==> src/design/vpic_pkg.sv <==
// Package of constants and types for the vectored priority interrupt controller.
package vpic_pkg;
  localparam int unsigned NUM_SOURCES = 32;
  localparam int unsigned NUM_LEVELS  = 8;
  localparam int unsigned STACK_DEPTH = 8;
  localparam logic [31:0] SOURCES_PRESENT = 32'h0007_01FF;
  localparam logic [31:0] INTERNAL_SOURCES = 32'h0000_01FE;
  localparam int unsigned FAST_SOURCE = 0;
  localparam int unsigned EXT_BASE = 16;
  localparam logic [11:0] OFS_MODE_BASE   = 12'h000;
  localparam logic [11:0] OFS_VECTOR_BASE = 12'h080;
  localparam logic [11:0] OFS_IRQ_VECTOR  = 12'h100;
  localparam logic [11:0] OFS_FAST_VECTOR = 12'h104;
  localparam logic [11:0] OFS_STATUS      = 12'h108;
  localparam logic [11:0] OFS_PENDING     = 12'h10C;
  localparam logic [11:0] OFS_MASK        = 12'h110;
  localparam logic [11:0] OFS_CORE_STATUS = 12'h114;
  localparam logic [11:0] OFS_ENABLE      = 12'h120;
  localparam logic [11:0] OFS_DISABLE     = 12'h124;
  localparam logic [11:0] OFS_CLEAR       = 12'h128;
  localparam logic [11:0] OFS_SET         = 12'h12C;
  localparam logic [11:0] OFS_EOI         = 12'h130;
  localparam logic [11:0] OFS_SPURIOUS    = 12'h134;
  localparam logic [11:0] OFS_PROTECT     = 12'h138;
  localparam int unsigned PRIO_LSB = 0;
  localparam int unsigned TYPE_LSB = 5;
  localparam logic [31:0] MODE_RESET   = 32'h0000_0000;
  localparam logic [31:0] VECTOR_RESET = 32'h0000_0000;
  localparam logic [1:0] RESP_OKAY   = 2'b00;
  localparam logic [1:0] RESP_SLVERR = 2'b10;
  typedef enum logic [1:0] {
    VPIC_LOW_LEVEL  = 2'b00,
    VPIC_FALL_EDGE  = 2'b01,
    VPIC_HIGH_LEVEL = 2'b10,
    VPIC_RISE_EDGE  = 2'b11
  } vpic_srctype_t;
  typedef struct packed {
    logic [2:0]  prio;
    logic [1:0]  srctype;
  } vpic_mode_t;
endpackage

==> src/design/vpic_controller.sv <==
// Vectored priority interrupt controller with AXI4-Lite register access.
`timescale 1ns/1ps
// Notes on behaviour
// - Sources 0-8 and 16-18 exist, others read zero.
// - Vector read returns highest-priority source's vector.
// - Normal request from eight-level priority encoder.
// - Highest level wins, ties go to lowest number.
// - Current level taken at vector read.
// - Late higher request updates vector before read.
// - Higher request after read reasserts, nests level.
// - End-of-interrupt pops the stacked level.
// - Vector read drops request, clears edge source.
// - Enable commands set mask bits, disable commands clear them.
// - Disabled source takes no part in resolution.
// - Set and clear commands drive edge pending bits.
// - Only fast input drives fast request directly.
// - Fast source selects edge or level polarity.
// - Fast vector read returns source zero vector.
// - Nothing pending returns the spurious vector.
// - After spurious, no requests until EOI written.
// - Protect mode: read harmless, write commits context.
// - Vector write does nothing in normal mode.
// - Internal sources level/edge, external full polarity.
// - Mode entry priority field, ignored for source zero.
module vpic_controller #(
  parameter int unsigned NUM_SOURCES = vpic_pkg::NUM_SOURCES,
  parameter int unsigned STACK_DEPTH = vpic_pkg::STACK_DEPTH
) (
  input  wire logic        clock_i,
  input  wire logic        rst_i,
  input  wire logic [31:0] sources_i,
  output logic             core_irq_request_o,
  output logic             core_fast_irq_request_o,
  input  wire logic [11:0] s_axi_awaddr_i,
  input  wire logic        s_axi_awvalid_i,
  output logic             s_axi_awready_o,
  input  wire logic [31:0] s_axi_wdata_i,
  input  wire logic [3:0]  s_axi_wstrb_i,
  input  wire logic        s_axi_wvalid_i,
  output logic             s_axi_wready_o,
  output logic [1:0]       s_axi_bresp_o,
  output logic             s_axi_bvalid_o,
  input  wire logic        s_axi_bready_i,
  input  wire logic [11:0] s_axi_araddr_i,
  input  wire logic        s_axi_arvalid_i,
  output logic             s_axi_arready_o,
  output logic [31:0]      s_axi_rdata_o,
  output logic [1:0]       s_axi_rresp_o,
  output logic             s_axi_rvalid_o,
  input  wire logic        s_axi_rready_i
);
  initial begin
    if (NUM_SOURCES != 32) $error("vpic_controller serves exactly 32 sources");
    if (STACK_DEPTH < 8) $error("vpic_controller needs a stack of at least 8");
  end

  localparam logic [31:0] PRESENT  = vpic_pkg::SOURCES_PRESENT;
  localparam logic [31:0] INTERNAL = vpic_pkg::INTERNAL_SOURCES;
  localparam int SPW = $clog2(STACK_DEPTH + 1);

  // Two-stage synchroniser; the first stage feeds only the second.
  logic [31:0] sync_a;
  logic [31:0] sync_b;
  logic [31:0] sync_prev;
  always_ff @(posedge clock_i or posedge rst_i) begin
    if (rst_i) begin
      sync_a    <= 32'h0000_0000;
      sync_b    <= 32'h0000_0000;
      sync_prev <= 32'h0000_0000;
    end else begin
      sync_a    <= sources_i & PRESENT;
      sync_b    <= sync_a;
      sync_prev <= sync_b;
    end
  end

  logic [31:0]        mode_prio [32];
  logic [1:0]         mode_type [32];
  logic [31:0]        vec_tab [32];
  logic [31:0]        mask;
  logic [31:0]        edge_pend;
  logic [31:0]        spurious_vec;
  logic               protect;
  logic               spurious_lock;
  logic               in_service;
  logic [2:0]         cur_level;
  logic [4:0]         cur_source;
  logic [2:0]         lvl_stack [STACK_DEPTH];
  logic [4:0]         src_stack [STACK_DEPTH];
  logic [SPW-1:0]     sp;
  logic               armed;
  logic [4:0]         armed_src;
  logic               armed_spur;

  // Per-source active level: internal ones allow high level or rising edge only.
  logic [31:0] is_edge;
  logic [31:0] active;
  logic [31:0] edge_seen;
  genvar g;
  generate
    for (g = 0; g < 32; g++) begin : g_src
      logic [1:0] st;
      assign st = INTERNAL[g] ? {1'b1, mode_type[g][0]} : mode_type[g];
      assign is_edge[g] = st[0] & PRESENT[g];
      assign edge_seen[g] = st[1] ? (sync_b[g] & ~sync_prev[g]) : (~sync_b[g] & sync_prev[g]);
      assign active[g] = PRESENT[g] & (st[0] ? edge_pend[g] : (st[1] ? sync_b[g] : ~sync_b[g]));
    end
  endgenerate

  // Priority encoder over enabled normal sources.
  logic [31:0] eligible;
  logic        best_valid;
  logic [4:0]  best_src;
  logic [2:0]  best_prio;
  assign eligible = active & mask & PRESENT & 32'hFFFF_FFFE;
  always_comb begin
    best_valid = 1'b0;
    best_src   = 5'd0;
    best_prio  = 3'd0;
    for (int i = 31; i >= 1; i--) begin
      if (eligible[i] && (!best_valid || mode_prio[i][2:0] >= best_prio)) begin
        best_valid = 1'b1;
        best_src   = 5'(i);
        best_prio  = mode_prio[i][2:0];
      end
    end
  end

  logic beats_current;
  assign beats_current = best_valid && (!in_service || best_prio > cur_level);

  // AXI4-Lite write path: address and data latched independently.
  logic        aw_held;
  logic        w_held;
  logic [11:0] aw_addr;
  logic [31:0] w_data;
  logic [3:0]  w_strb;
  logic        wr_go;
  logic [11:0] wa;
  logic [31:0] wd;
  assign wr_go = (aw_held | s_axi_awvalid_i) & (w_held | s_axi_wvalid_i) & ~s_axi_bvalid_o;
  assign wa = aw_held ? aw_addr : s_axi_awaddr_i;
  assign wd = w_held ? w_data : s_axi_wdata_i;
  logic wr_full;
  assign wr_full = (w_held ? w_strb : s_axi_wstrb_i) == 4'hF;

  logic wr_mode;
  logic wr_vec;
  assign wr_mode = wr_go && wr_full && wa < vpic_pkg::OFS_VECTOR_BASE;
  assign wr_vec  = wr_go && wr_full && wa >= vpic_pkg::OFS_VECTOR_BASE && wa < vpic_pkg::OFS_IRQ_VECTOR;
  logic [4:0] wr_idx;
  assign wr_idx = wa[6:2];
  logic wr_cmd;
  assign wr_cmd = wr_go && wr_full;

  always_ff @(posedge clock_i or posedge rst_i) begin
    if (rst_i) begin
      aw_held <= 1'b0;
      w_held  <= 1'b0;
      aw_addr <= 12'h000;
      w_data  <= 32'h0000_0000;
      w_strb  <= 4'h0;
      s_axi_bvalid_o <= 1'b0;
      s_axi_bresp_o  <= vpic_pkg::RESP_OKAY;
    end else begin
      if (wr_go) begin
        aw_held <= 1'b0;
        w_held  <= 1'b0;
        s_axi_bvalid_o <= 1'b1;
        s_axi_bresp_o  <= (wa > vpic_pkg::OFS_PROTECT || wa[1:0] != 2'b00) ? vpic_pkg::RESP_SLVERR
                                                                           : vpic_pkg::RESP_OKAY;
      end else begin
        if (s_axi_awvalid_i && s_axi_awready_o) begin
          aw_held <= 1'b1;
          aw_addr <= s_axi_awaddr_i;
        end
        if (s_axi_wvalid_i && s_axi_wready_o) begin
          w_held <= 1'b1;
          w_data <= s_axi_wdata_i;
          w_strb <= s_axi_wstrb_i;
        end
        if (s_axi_bvalid_o && s_axi_bready_i) begin
          s_axi_bvalid_o <= 1'b0;
        end
      end
    end
  end
  assign s_axi_awready_o = ~aw_held & ~s_axi_bvalid_o;
  assign s_axi_wready_o  = ~w_held & ~s_axi_bvalid_o;

  // Configuration storage; absent sources stay zero.
  always_ff @(posedge clock_i or posedge rst_i) begin
    if (rst_i) begin
      for (int i = 0; i < 32; i++) begin
        mode_prio[i] <= vpic_pkg::MODE_RESET;
        mode_type[i] <= 2'b00;
        vec_tab[i]   <= vpic_pkg::VECTOR_RESET;
      end
      spurious_vec <= 32'h0000_0000;
      protect      <= 1'b0;
    end else begin
      if (wr_mode && PRESENT[wr_idx]) begin
        mode_prio[wr_idx] <= (wr_idx == 5'd0) ? 32'h0000_0000 : {29'd0, wd[2:0]};
        mode_type[wr_idx] <= wd[6:5];
      end
      if (wr_vec && PRESENT[wr_idx]) begin
        vec_tab[wr_idx] <= wd;
      end
      if (wr_cmd && wa == vpic_pkg::OFS_SPURIOUS) begin
        spurious_vec <= wd;
      end
      if (wr_cmd && wa == vpic_pkg::OFS_PROTECT) begin
        protect <= wd[0];
      end
    end
  end

  always_ff @(posedge clock_i or posedge rst_i) begin
    if (rst_i) begin
      mask <= 32'h0000_0000;
    end else if (wr_cmd && wa == vpic_pkg::OFS_ENABLE) begin
      mask <= mask | (wd & PRESENT);
    end else if (wr_cmd && wa == vpic_pkg::OFS_DISABLE) begin
      mask <= mask & ~wd;
    end
  end

  // Read decode and vector-read side effects.
  logic        rd_go;
  logic [11:0] ra;
  assign rd_go = s_axi_arvalid_i & ~s_axi_rvalid_o;
  assign ra = s_axi_araddr_i;
  logic ivr_read;
  logic fvr_read;
  logic ivr_write;
  assign ivr_read  = rd_go && ra == vpic_pkg::OFS_IRQ_VECTOR;
  assign fvr_read  = rd_go && ra == vpic_pkg::OFS_FAST_VECTOR;
  assign ivr_write = wr_cmd && wa == vpic_pkg::OFS_IRQ_VECTOR;
  logic commit;
  logic commit_spur;
  logic [4:0] commit_src;
  assign commit      = protect ? (ivr_write && armed) : ivr_read;
  assign commit_spur = protect ? armed_spur : ~beats_current;
  assign commit_src  = protect ? armed_src : best_src;
  logic eoi;
  assign eoi = wr_cmd && wa == vpic_pkg::OFS_EOI;

  logic fast_active;
  assign fast_active = active[0] & mask[0];

  // Edge pending bits: a new edge wins over any clear in the same cycle.
  always_ff @(posedge clock_i or posedge rst_i) begin
    if (rst_i) begin
      edge_pend <= 32'h0000_0000;
    end else begin
      for (int i = 0; i < 32; i++) begin
        if (is_edge[i] && (edge_seen[i] || (wr_cmd && wa == vpic_pkg::OFS_SET && wd[i]))) begin
          edge_pend[i] <= 1'b1;
        end else if (wr_cmd && wa == vpic_pkg::OFS_CLEAR && wd[i]) begin
          edge_pend[i] <= 1'b0;
        end else if (commit && !commit_spur && commit_src == 5'(i)) begin
          edge_pend[i] <= 1'b0;
        end else if (i == 0 && fvr_read && !protect) begin
          edge_pend[i] <= 1'b0;
        end
      end
    end
  end

  // Level nesting stack and current context.
  always_ff @(posedge clock_i or posedge rst_i) begin
    if (rst_i) begin
      sp            <= '0;
      cur_level     <= 3'd0;
      cur_source    <= 5'd0;
      in_service    <= 1'b0;
      spurious_lock <= 1'b0;
      for (int i = 0; i < STACK_DEPTH; i++) begin
        lvl_stack[i] <= 3'd0;
        src_stack[i] <= 5'd0;
      end
    end else if (commit) begin
      if (commit_spur) begin
        spurious_lock <= 1'b1;
      end else begin
        if (in_service && sp < SPW'(STACK_DEPTH)) begin
          lvl_stack[sp[$clog2(STACK_DEPTH)-1:0]] <= cur_level;
          src_stack[sp[$clog2(STACK_DEPTH)-1:0]] <= cur_source;
          sp <= sp + SPW'(1);
        end
        cur_level  <= mode_prio[commit_src][2:0];
        cur_source <= commit_src;
        in_service <= 1'b1;
      end
    end else if (eoi) begin
      if (spurious_lock) begin
        spurious_lock <= 1'b0;
      end else if (sp != '0) begin
        cur_level  <= lvl_stack[sp[$clog2(STACK_DEPTH)-1:0] - 1'b1];
        cur_source <= src_stack[sp[$clog2(STACK_DEPTH)-1:0] - 1'b1];
        sp <= sp - SPW'(1);
      end else begin
        in_service <= 1'b0;
        cur_level  <= 3'd0;
        cur_source <= 5'd0;
      end
    end
  end

  // Protect mode remembers what the harmless read showed.
  always_ff @(posedge clock_i or posedge rst_i) begin
    if (rst_i) begin
      armed      <= 1'b0;
      armed_src  <= 5'd0;
      armed_spur <= 1'b0;
    end else if (protect && ivr_read) begin
      armed      <= 1'b1;
      armed_src  <= best_src;
      armed_spur <= ~beats_current;
    end else if (ivr_write || !protect) begin
      armed <= 1'b0;
    end
  end

  // Request lines; the normal request is held off after a vector read until something higher arrives or an EOI is written.
  logic irq_acked;
  always_ff @(posedge clock_i or posedge rst_i) begin
    if (rst_i) begin
      irq_acked <= 1'b0;
    end else if (ivr_read) begin
      irq_acked <= 1'b1;
    end else if (eoi || (commit && !protect)) begin
      irq_acked <= 1'b0;
    end else if (commit) begin
      irq_acked <= 1'b0;
    end
  end

  logic [2:0] ack_level;
  always_ff @(posedge clock_i or posedge rst_i) begin
    if (rst_i) begin
      ack_level <= 3'd0;
    end else if (ivr_read) begin
      ack_level <= beats_current ? best_prio : cur_level;
    end
  end
  logic irq_want;
  assign irq_want = beats_current && !spurious_lock && (!irq_acked || best_prio > ack_level);

  always_ff @(posedge clock_i or posedge rst_i) begin
    if (rst_i) begin
      core_irq_request_o      <= 1'b0;
      core_fast_irq_request_o <= 1'b0;
    end else begin
      core_irq_request_o      <= irq_want && !ivr_read && !commit;
      core_fast_irq_request_o <= fast_active && !spurious_lock && !fvr_read;
    end
  end

  // Read data mux.
  logic [31:0] rd_val;
  logic        rd_err;
  always_comb begin
    rd_val = 32'h0000_0000;
    rd_err = 1'b0;
    if (ra < vpic_pkg::OFS_VECTOR_BASE) begin
      rd_val = {25'd0, mode_type[ra[6:2]], 2'b00, mode_prio[ra[6:2]][2:0]};
    end else if (ra < vpic_pkg::OFS_IRQ_VECTOR) begin
      rd_val = vec_tab[ra[6:2]];
    end else begin
      case (ra)
        vpic_pkg::OFS_IRQ_VECTOR:  rd_val = beats_current ? vec_tab[best_src] : spurious_vec;
        vpic_pkg::OFS_FAST_VECTOR: rd_val = fast_active ? vec_tab[vpic_pkg::FAST_SOURCE] : spurious_vec;
        vpic_pkg::OFS_STATUS:      rd_val = {27'd0, cur_source};
        vpic_pkg::OFS_PENDING:     rd_val = active;
        vpic_pkg::OFS_MASK:        rd_val = mask;
        vpic_pkg::OFS_CORE_STATUS: rd_val = {30'd0, core_irq_request_o, core_fast_irq_request_o};
        vpic_pkg::OFS_SPURIOUS:    rd_val = spurious_vec;
        vpic_pkg::OFS_PROTECT:     rd_val = {31'd0, protect};
        vpic_pkg::OFS_ENABLE, vpic_pkg::OFS_DISABLE, vpic_pkg::OFS_CLEAR,
        vpic_pkg::OFS_SET, vpic_pkg::OFS_EOI: rd_val = 32'h0000_0000;
        default:                   rd_err = 1'b1;
      endcase
    end
  end

  always_ff @(posedge clock_i or posedge rst_i) begin
    if (rst_i) begin
      s_axi_rvalid_o <= 1'b0;
      s_axi_rdata_o  <= 32'h0000_0000;
      s_axi_rresp_o  <= vpic_pkg::RESP_OKAY;
    end else if (rd_go) begin
      s_axi_rvalid_o <= 1'b1;
      s_axi_rdata_o  <= rd_val;
      s_axi_rresp_o  <= (rd_err || ra[1:0] != 2'b00) ? vpic_pkg::RESP_SLVERR : vpic_pkg::RESP_OKAY;
    end else if (s_axi_rready_i) begin
      s_axi_rvalid_o <= 1'b0;
    end
  end
  assign s_axi_arready_o = ~s_axi_rvalid_o;
endmodule // vpic_controller

==> config.mk <==
export PLATFORM = sky130hd
export DESIGN_NAME = vpic_controller
export DESIGN_NICKNAME = d
export VERILOG_FILES = /design/src/design/vpic_pkg.sv /design/src/design/vpic_controller.sv
export SDC_FILE = /design/constraint.sdc
export NUM_CORES = 2
export LEC_CHECK = 0
export BUFFER_PORTS_ARGS = -buffer_cell sky130_fd_sc_hd__buf_2
export CORE_MARGIN = 2
export CORE_UTILIZATION = 40
export CTS_CLUSTER_SIZE = 12
export DETAILED_ROUTE_END_ITERATION = 10
export PLACE_DENSITY = 0.59
export SKIP_CTS_REPAIR_TIMING = 1
export SLEW_MARGIN = 10
export SYNTH_ARGS = -nofsm -noshare
export SYNTH_HDL_FRONTEND = slang
export SYNTH_SLANG_ARGS = --single-unit
==> constraint.sdc <==
create_clock -name clock_i -period 54.4 [get_ports clock_i]
set_input_delay 5.44 -clock clock_i [delete_from_list [all_inputs] [get_ports clock_i]]
set_output_delay 5.44 -clock clock_i [all_outputs]
set_load 0.01 [all_outputs]
# --- After elaboration in Yosys (flattened, before gate mapping) ---
# Memory sizes are Yosys's and may differ from the RTL's.
# Index checks and enable logic that the tools add are counted.
# Widths: inputs -> output; s select.
word_totals:
  rom_bits: 32
  in_bits: 99
  wordCells: 633
  mem_count: 1
  regBits: 2404
  output_inout_bits: 43
classes:
  order_cmp: 28
  bitwise_logic: 57
  n_reduce_logical: 172
  n_addsub: 3
  eq_ne: 38
  n_mux: 182
mem_list:
  columns: ["memory", "words", "width", "rd", "rd_clocked_by_memory_dff", "write_ports", "line", "source"]
  rows:
  - ["(name not given)", 32, 1, 1, 0, 0, "vpic_controller.sv:206", "if (wr_vec && PRESENT[wr_idx]) begin"]
op_table:
  columns: ["op", "count"]
  rows:
  - ["$bwmux 1024", 2]
  - ["$bmux 32 s5", 4]
  - ["$mux 32", 12]
  - ["$pmux 32 s8", 1]
  - ["$eq 12x9->1 const B", 21]
  - ["$demux 32 s5", 1]
  - ["$mux 5", 20]
  - ["$mux 1", 95]
  - ["$logic_and 1x1->1", 92]
  - ["$mux 3", 25]
  - ["$bwmux 64", 1]
  - ["$bwmux 40", 1]
  - ["$reduce_bool 3->1", 12]
  - ["$and 32x32->32", 1]
  - ["$not 32->32", 1]
  - ["$or 32x19->32", 1]
  - ["$ge 3x3->1", 10]
  - ["$logic_or 1x1->1", 28]
  - ["$mux 4", 7]
  - ["$bwmux 24", 1]
  - ["$ge 6x6->1 const B", 4]
  - ["$lt 12x8->1 const B", 2]
  - ["$lt 12x9->1 const B", 2]
  - ["$not 5->6", 4]
  - ["other kinds (41)", 132]

# --- Longest topological paths before layout ---
depth:
  depth_word: 56
  mapped_depth: 87
  mapped_depth_nobuf: 81

# --- Least setup slack after synthesis ---
# OpenSTA, ideal clock, no wires.
synth_path:
  path_kind: "register -> register"
  startpoint: "register sync_b[18]"
  endpoint: "register lvl_stack[0] in the netlist's numbering"
  path_stages_with_launch: 85
  path_slack_ps: 37625
  arrival_ps: 16650
  setup_time_ps: 125
  period_less_slack_ps: 16775
  t_required_ps: 54275
  n_path_buf: 4
  cell_sequence: "dfrtp_1 > xor2_1 > o31ai_2 > and2_1 > ha_1 > nand2b_1 > a211oi_1 > o21ai_0 > a32o_1 > ha_1 > nand2b_1 > a21o_1 > a221o_1 > and2_4 > o21a_1 > ha_1 > nand2b_1 > a21o_1 > [... 49 more ...] > a21o_1 > a21oi_1 > o21ai_0 > nand2_1 > clkbuf_1 > nand2_1 > o22a_1 > ha_1 > o21a_1 > o21ai_0 > nand2_1 > o41ai_2 > mux2_2 > nand2b_1 > inv_1 > nand2_1 > nor3_2 > mux2_2"
synth_between:
  elab_chain_len: 52
  word_cells_on_any_way: 73
  cone_classes: "order compare: 11; mux: 25; bitwise: 4; reduce/logical: 33"
synth_lines:
  columns: ["item", "line", "source"]
  rows:
  - ["start: declaration", "vpic_controller.sv:63", "logic [31:0] sync_b;"]
  - ["start signal: assignment", "vpic_controller.sv:72", "sync_b <= sync_a;"]
  - ["$not 1->1", "vpic_controller.sv:106", "assign active[g] = PRESENT[g] & (st[0] ? edge_pend[g] : (st[1] ? sync_b[g] : ~sync_b[g]));"]
  - ["$mux 1 (*) (2 in series)", "vpic_controller.sv:106", null]
  - ["$and 19x19->19 (*)", "vpic_controller.sv:115", "assign eligible = active & mask & PRESENT & 32'hFFFF_FFFE;"]
  - ["$mux 3 / $mux 1 (equally long branches)", "vpic_controller.sv:121", "if (eligible[i] && (!best_valid || mode_prio[i][2:0] >= best_prio)) begin"]
  - ["$ge 3x3->1 / $logic_not 1->1 (equally long branches)", "vpic_controller.sv:121", null]
  - ["$logic_or 1x1->1", "vpic_controller.sv:121", null]
  - ["$logic_and 1x1->1", "vpic_controller.sv:121", null]
  - ["$mux 3 / $mux 1 (equally long branches)", "vpic_controller.sv:121", null]
  - ["[... 35 more ...]", null, null]
  - ["$mux 3", "vpic_controller.sv:121", null]
  - ["$gt 3x3->1", "vpic_controller.sv:130", "assign beats_current = best_valid && (!in_service || best_prio > cur_level);"]
  - ["$logic_or 1x1->1", "vpic_controller.sv:130", null]
  - ["$logic_and 1x1->1 (*)", "vpic_controller.sv:130", null]
  - ["$not 1->1 (*)", "vpic_controller.sv:243", "assign commit_spur = protect ? armed_spur : ~beats_current;"]
  - ["$mux 1 (*)", "vpic_controller.sv:243", null]
  - ["$not 1->1 (no source line) (*)", null, null]
  - ["$reduce_and 3->1 (no source line) (*)", null, null]
  - ["end signal: indexed assignment", "vpic_controller.sv:287", "lvl_stack[sp[$clog2(STACK_DEPTH)-1:0]] <= cur_level;"]
  - ["end: declaration", "vpic_controller.sv:88", "logic [2:0] lvl_stack [STACK_DEPTH];"]
# Mark *: on every way between the ends. The rest lies on a longest branch, timed or not.
# A chain may end at the register's enable or synchronous reset.

# --- Final worst setup path ---
layout_path:
  startpoint: "register mode_type, in the netlist g_src[18].st[1]"
  endpoint: "register s_axi_rdata_o[13]"
layout_between:
  elab_chain_len: 52
  word_cells_on_any_way: 87
  cone_classes: "order compare: 11; mux: 42; bitwise: 2; reduce/logical: 32"
layout_lines:
  columns: ["item", "line", "source"]
  rows:
  - ["start: declaration", "vpic_controller.sv:78", "logic [1:0] mode_type [32];"]
  - ["start signal: indexed assignment", "vpic_controller.sv:204", "mode_type[wr_idx] <= wd[6:5];"]
  - ["$mux 1 (*) (2 in series)", "vpic_controller.sv:106", null]
  - ["$and 19x19->19 (*)", "vpic_controller.sv:115", null]
  - ["$mux 3 / $mux 1 (equally long branches)", "vpic_controller.sv:121", null]
  - ["$ge 3x3->1 / $logic_not 1->1 (equally long branches)", "vpic_controller.sv:121", null]
  - ["$logic_or 1x1->1", "vpic_controller.sv:121", null]
  - ["$logic_and 1x1->1", "vpic_controller.sv:121", null]
  - ["$mux 3 / $mux 1 (equally long branches)", "vpic_controller.sv:121", null]
  - ["$ge 3x3->1 / $logic_not 1->1 (equally long branches)", "vpic_controller.sv:121", null]
  - ["[... 34 more ...]", null, null]
  - ["$mux 5", "vpic_controller.sv:121", null]
  - ["$not 5->6 (not written as such)", "vpic_controller.sv:372", "vpic_pkg::OFS_IRQ_VECTOR: rd_val = beats_current ? vec_tab[best_src] : spurious_vec;"]
  - ["$bmux 32 s5", "vpic_controller.sv:372", null]
  - ["$mux 32 (not written as such) (2 in series)", "vpic_controller.sv:372", null]
  - ["$mux 32 (*)", "vpic_controller.sv:372", null]
  - ["$pmux 32 s8 (*)", "vpic_controller.sv:371", "case (ra)"]
  - ["$mux 32 (*)", "vpic_controller.sv:368", "end else if (ra < vpic_pkg::OFS_IRQ_VECTOR) begin"]
  - ["$mux 32 (*)", "vpic_controller.sv:366", "if (ra < vpic_pkg::OFS_VECTOR_BASE) begin"]
  - ["end signal: assignment", "vpic_controller.sv:394", "s_axi_rdata_o <= rd_val;"]
  - ["end: declaration", "vpic_controller.sv:47", "output logic [31:0] s_axi_rdata_o,"]
# Mark *: on every way between the ends. The rest lies on a longest branch, timed or not. The select of a mux whose other input is x is not followed.

==> impl_results.md <==
* Largest stage delay on the critical path at 810 ps
* Total GRT Usage at 22.7%
* Startpoint types: flop
* Final period util at 37.8%
* YS warnings at 0
* Tmin final at ~20000 ps
* Setup TNS at 0 ps
* Most common cell in the netlist: dfrtp_1
* Total power at between 2 and 2.5 mW
* Max-cap violation count at 0
* Worst r2r src: g_src[18].st[1]
* Hold worst-path end: sync_b[6]
* Design Area, Final at 71900 sq um
* Die footprint at 170000 sq um
* DP HPWL at 115000 um
* Critical Path RT at 55050 ps
* Setup Crit Path Kind: reg2reg
* Drc violations at 0
* Synth cell types at ~100
* LEAKAGE at approximately 32 nW
* Worst EP arrival at roughly 21000 ps
* Largest cells by area after synthesis: dfrtp_1 55%, mux4_2 13%, clkbuf_1 5.7%
* Mapped Area at 66600 sq um
* Hold-critical path depth at 0
* #FFs+latches synth at 1474
* Clock sinks at approximately 1500
* Hold path startpoint: sync_a[6]
* TritonCTS clock tree: built
* Final Hold Viols at 0
* Layout net count at 5168
* Count of standard-cell rows at 149
* Sequential fraction of the synthesis area at 55.4%
* Final core utilization at between 40% and 50%
* Clk root buf: clkbuf_16
* Gpl congestion at roughly 0.92
* Final setup fails at 0
* Cells after Synth at 5757
* Dpl ws at 34240 ps
* Min Hold Slack at between 300 and 400 ps
* Port Buffers at 119
* Final slew viol count at 0
* Max Clock Skew at between 40 and 50 ps
* Initial core utilization at 40.3%
* Clock Path Buffers at 3
* DRT iter0 DRCs at between 4000 and 5000
* Initial antenna violation count at 6
* Synth Flop Type: dfrtp_1
* Post-route ant nets at 0
* Worst-path clk slew at 60 ps
* Worst-path maximum fanout at 21
* P per Cell Area at 33.9 nW/um^2
* Vias in the first global route at 43400
* Die height at ~410 um
* Total routed wirelength at ~190000 um
* Core outline area at approximately 170000 sq um
* H-tree depth at 4
* Vias at 42600
* DR WL/cell at roughly 26 um
* Clock Latency Late Sink at 820 ps
* RR Endpoint: s_axi_rdata_o[13]
* First drt pass iteration count at 6
* Worst Reg2Reg Path Length in Cells at 77
* Synth area leader: dfrtp_1
* Die X at 412 um
* Number of synthesized flops with an enable pin at 0
* Post-synth top cells: 1474 x dfrtp_1, 1008 x clkbuf_1, 757 x nand2_1
* RSZ-0062 raised after global routing: false
* Syn_area_per_cell at 11.6 sq um
* # IOs at 142
* Type of the tightest min-delay check: reg2reg
* Synth top area share at 55.4%
* First-pass GRT wire length at just under 300000 um
* Area Growth Syn to Fin at 8.04%
* Reg-to-reg slack, setup at 33820 ps
* Fraction of registers with async set/reset at 100%
* Setup WS post-layout at 33820 ps
* Max VDD drop at 37.3 uV
* Vias per cell at just under 6
* Remaining global-route overflow at 0
* Critical Path Most Common Cell: ha_1
* Fmax at 0.0486 GHz
* Placed Cells at ~7100
* Layout cells sized above 1 at 21.3%
* Placed cell area at between 60000 and 70000 sq um
* Status: finished, final reports clean
* CP endpoint kind: flop
* Headroom to the max-slew limit at 14.6%
* Tightest Pin Transition at 1250 ps
* Largest net degree at the start of global routing at 184
* Slowest cell on the critical path: nand2_2
* Finished Layout Cells at about 7300
* CTS buffer count at ~160
flip-flops by register name, summed over array words and instances, names as in the netlist, 20 cells and up, named ones only:
name,cells
src_stack,40
spurious_vec,32
s_axi_rdata_o,32
lvl_stack,24
vec_tab,1024
mode_prio,96
mask,20
g_src.st,56
w_data,32
final cells by class:
cell class | count | area, sq um
Clock inverter | 32 | 478
Antenna cell | 1 | 2.50
Tap cell | 2189 | 2740
Timing Repair Buffer | 229 | 1500
Inverter | 43 | 169
Sequential cell | 1474 | 36900
Fill cell | 15100 | 93200
Clock buffer | 231 | 4670
Multi-Input combinational cell | 3128 | 25500
worst max-delay path: cells and delay by family, from the launching register on:
family / cells / cell delay, ps
muxes: 5 / 1730
buffers and inverters: 1 / 80
adders and majority gates: 11 / 2830
AOI/OAI and AO/OA: 38 / 10770
DFF: 1 / 430
and+or+nand+nor: 21 / 4310
xor gates and xnor gates: 1 / 210
placed cells by master (no fill, tap or decap), types with 11 or more instances in the layout:
cell type,instances
nor3_1,40
nand2_1,743
mux4_2,386
nor2_1,198
nand2b_1,27
a221oi_1,136
mux2_2,153
clkbuf_8,42
clkbuf_16,159
o21a_1,28
a2111oi_0,27
a31oi_1,63
mux2i_1,189
a21o_1,27
o22ai_1,14
o211ai_1,11
o221ai_1,15
clkinv_2,13
nand3_1,52
buf_4,108
inv_1,41
buf_2,114
nand4_1,15
a21oi_1,223
ha_1,35
a211oi_1,13
dfrtp_1,1473
o21ai_0,462
and3_1,14
nor2b_1,11
clkbuf_1,30
worst max-delay path by stage:
stage | from | to | slack [ps] | cells after the start
floorplan | rst_i | asynchronous set/reset pin | 7380 | 1
global placement | sync_b[18] | cur_level[0] | 34380 | 81
detailed placement | sync_b[18] | s_axi_rdata_o[13] | 34240 | 77
CTS | g_src[18].st[1] | src_stack[9] | 34140 | 81
global route | g_src[18].st[1] | s_axi_rdata_o[2] | 32650 | 77
finish | g_src[18].st[1] | s_axi_rdata_o[13] | 33820 | 77
kinds of logic (layout without fill, tap and decap cells):
family	Yosys count	in the layout	share of synthesized area, %
AND/OR/NAND/NOR	1196	1196	7.54
XOR/XNOR	8	8	0.105
multiplexers	738	738	18.6
other	1	3	0.00563
buffers and inverters	1156	535	6.64
AO/OA/AOI/OAI	1148	1148	11.0
adder cells (fa/ha/maj)	36	36	0.688
flip-flops	1474	1474	55.4
power by group:
| part | leakage, nW | internal (mW) | switching (mW) | total, mW |
|---|---|---|---|---|
| Combinational | 8.96 | 0.0677 | 0.162 | 0.230 |
| Clock | 2.52 | 0.615 | 0.454 | 1.07 |
| Sequential | 20.4 | 1.12 | 0.0175 | 1.14 |
| Total | 31.9 | 1.80 | 0.633 | 2.44 |
layer usage:
| layer | wire [um] | track usage, % | vias to the layer above |
|---|---|---|---|
| met4 | 6800 | 8.14 | 2 |
| met3 | 15900 | 4.90 | 397 |
| met2 | 86200 | 34.1 | 1772 |
| li1 | - | - | 18600 |
| met1 | 81500 | 32.5 | 21800 |
| met5 | 9 | 0 | - |
No activity file was read; power rests on OpenSTA's default activity.
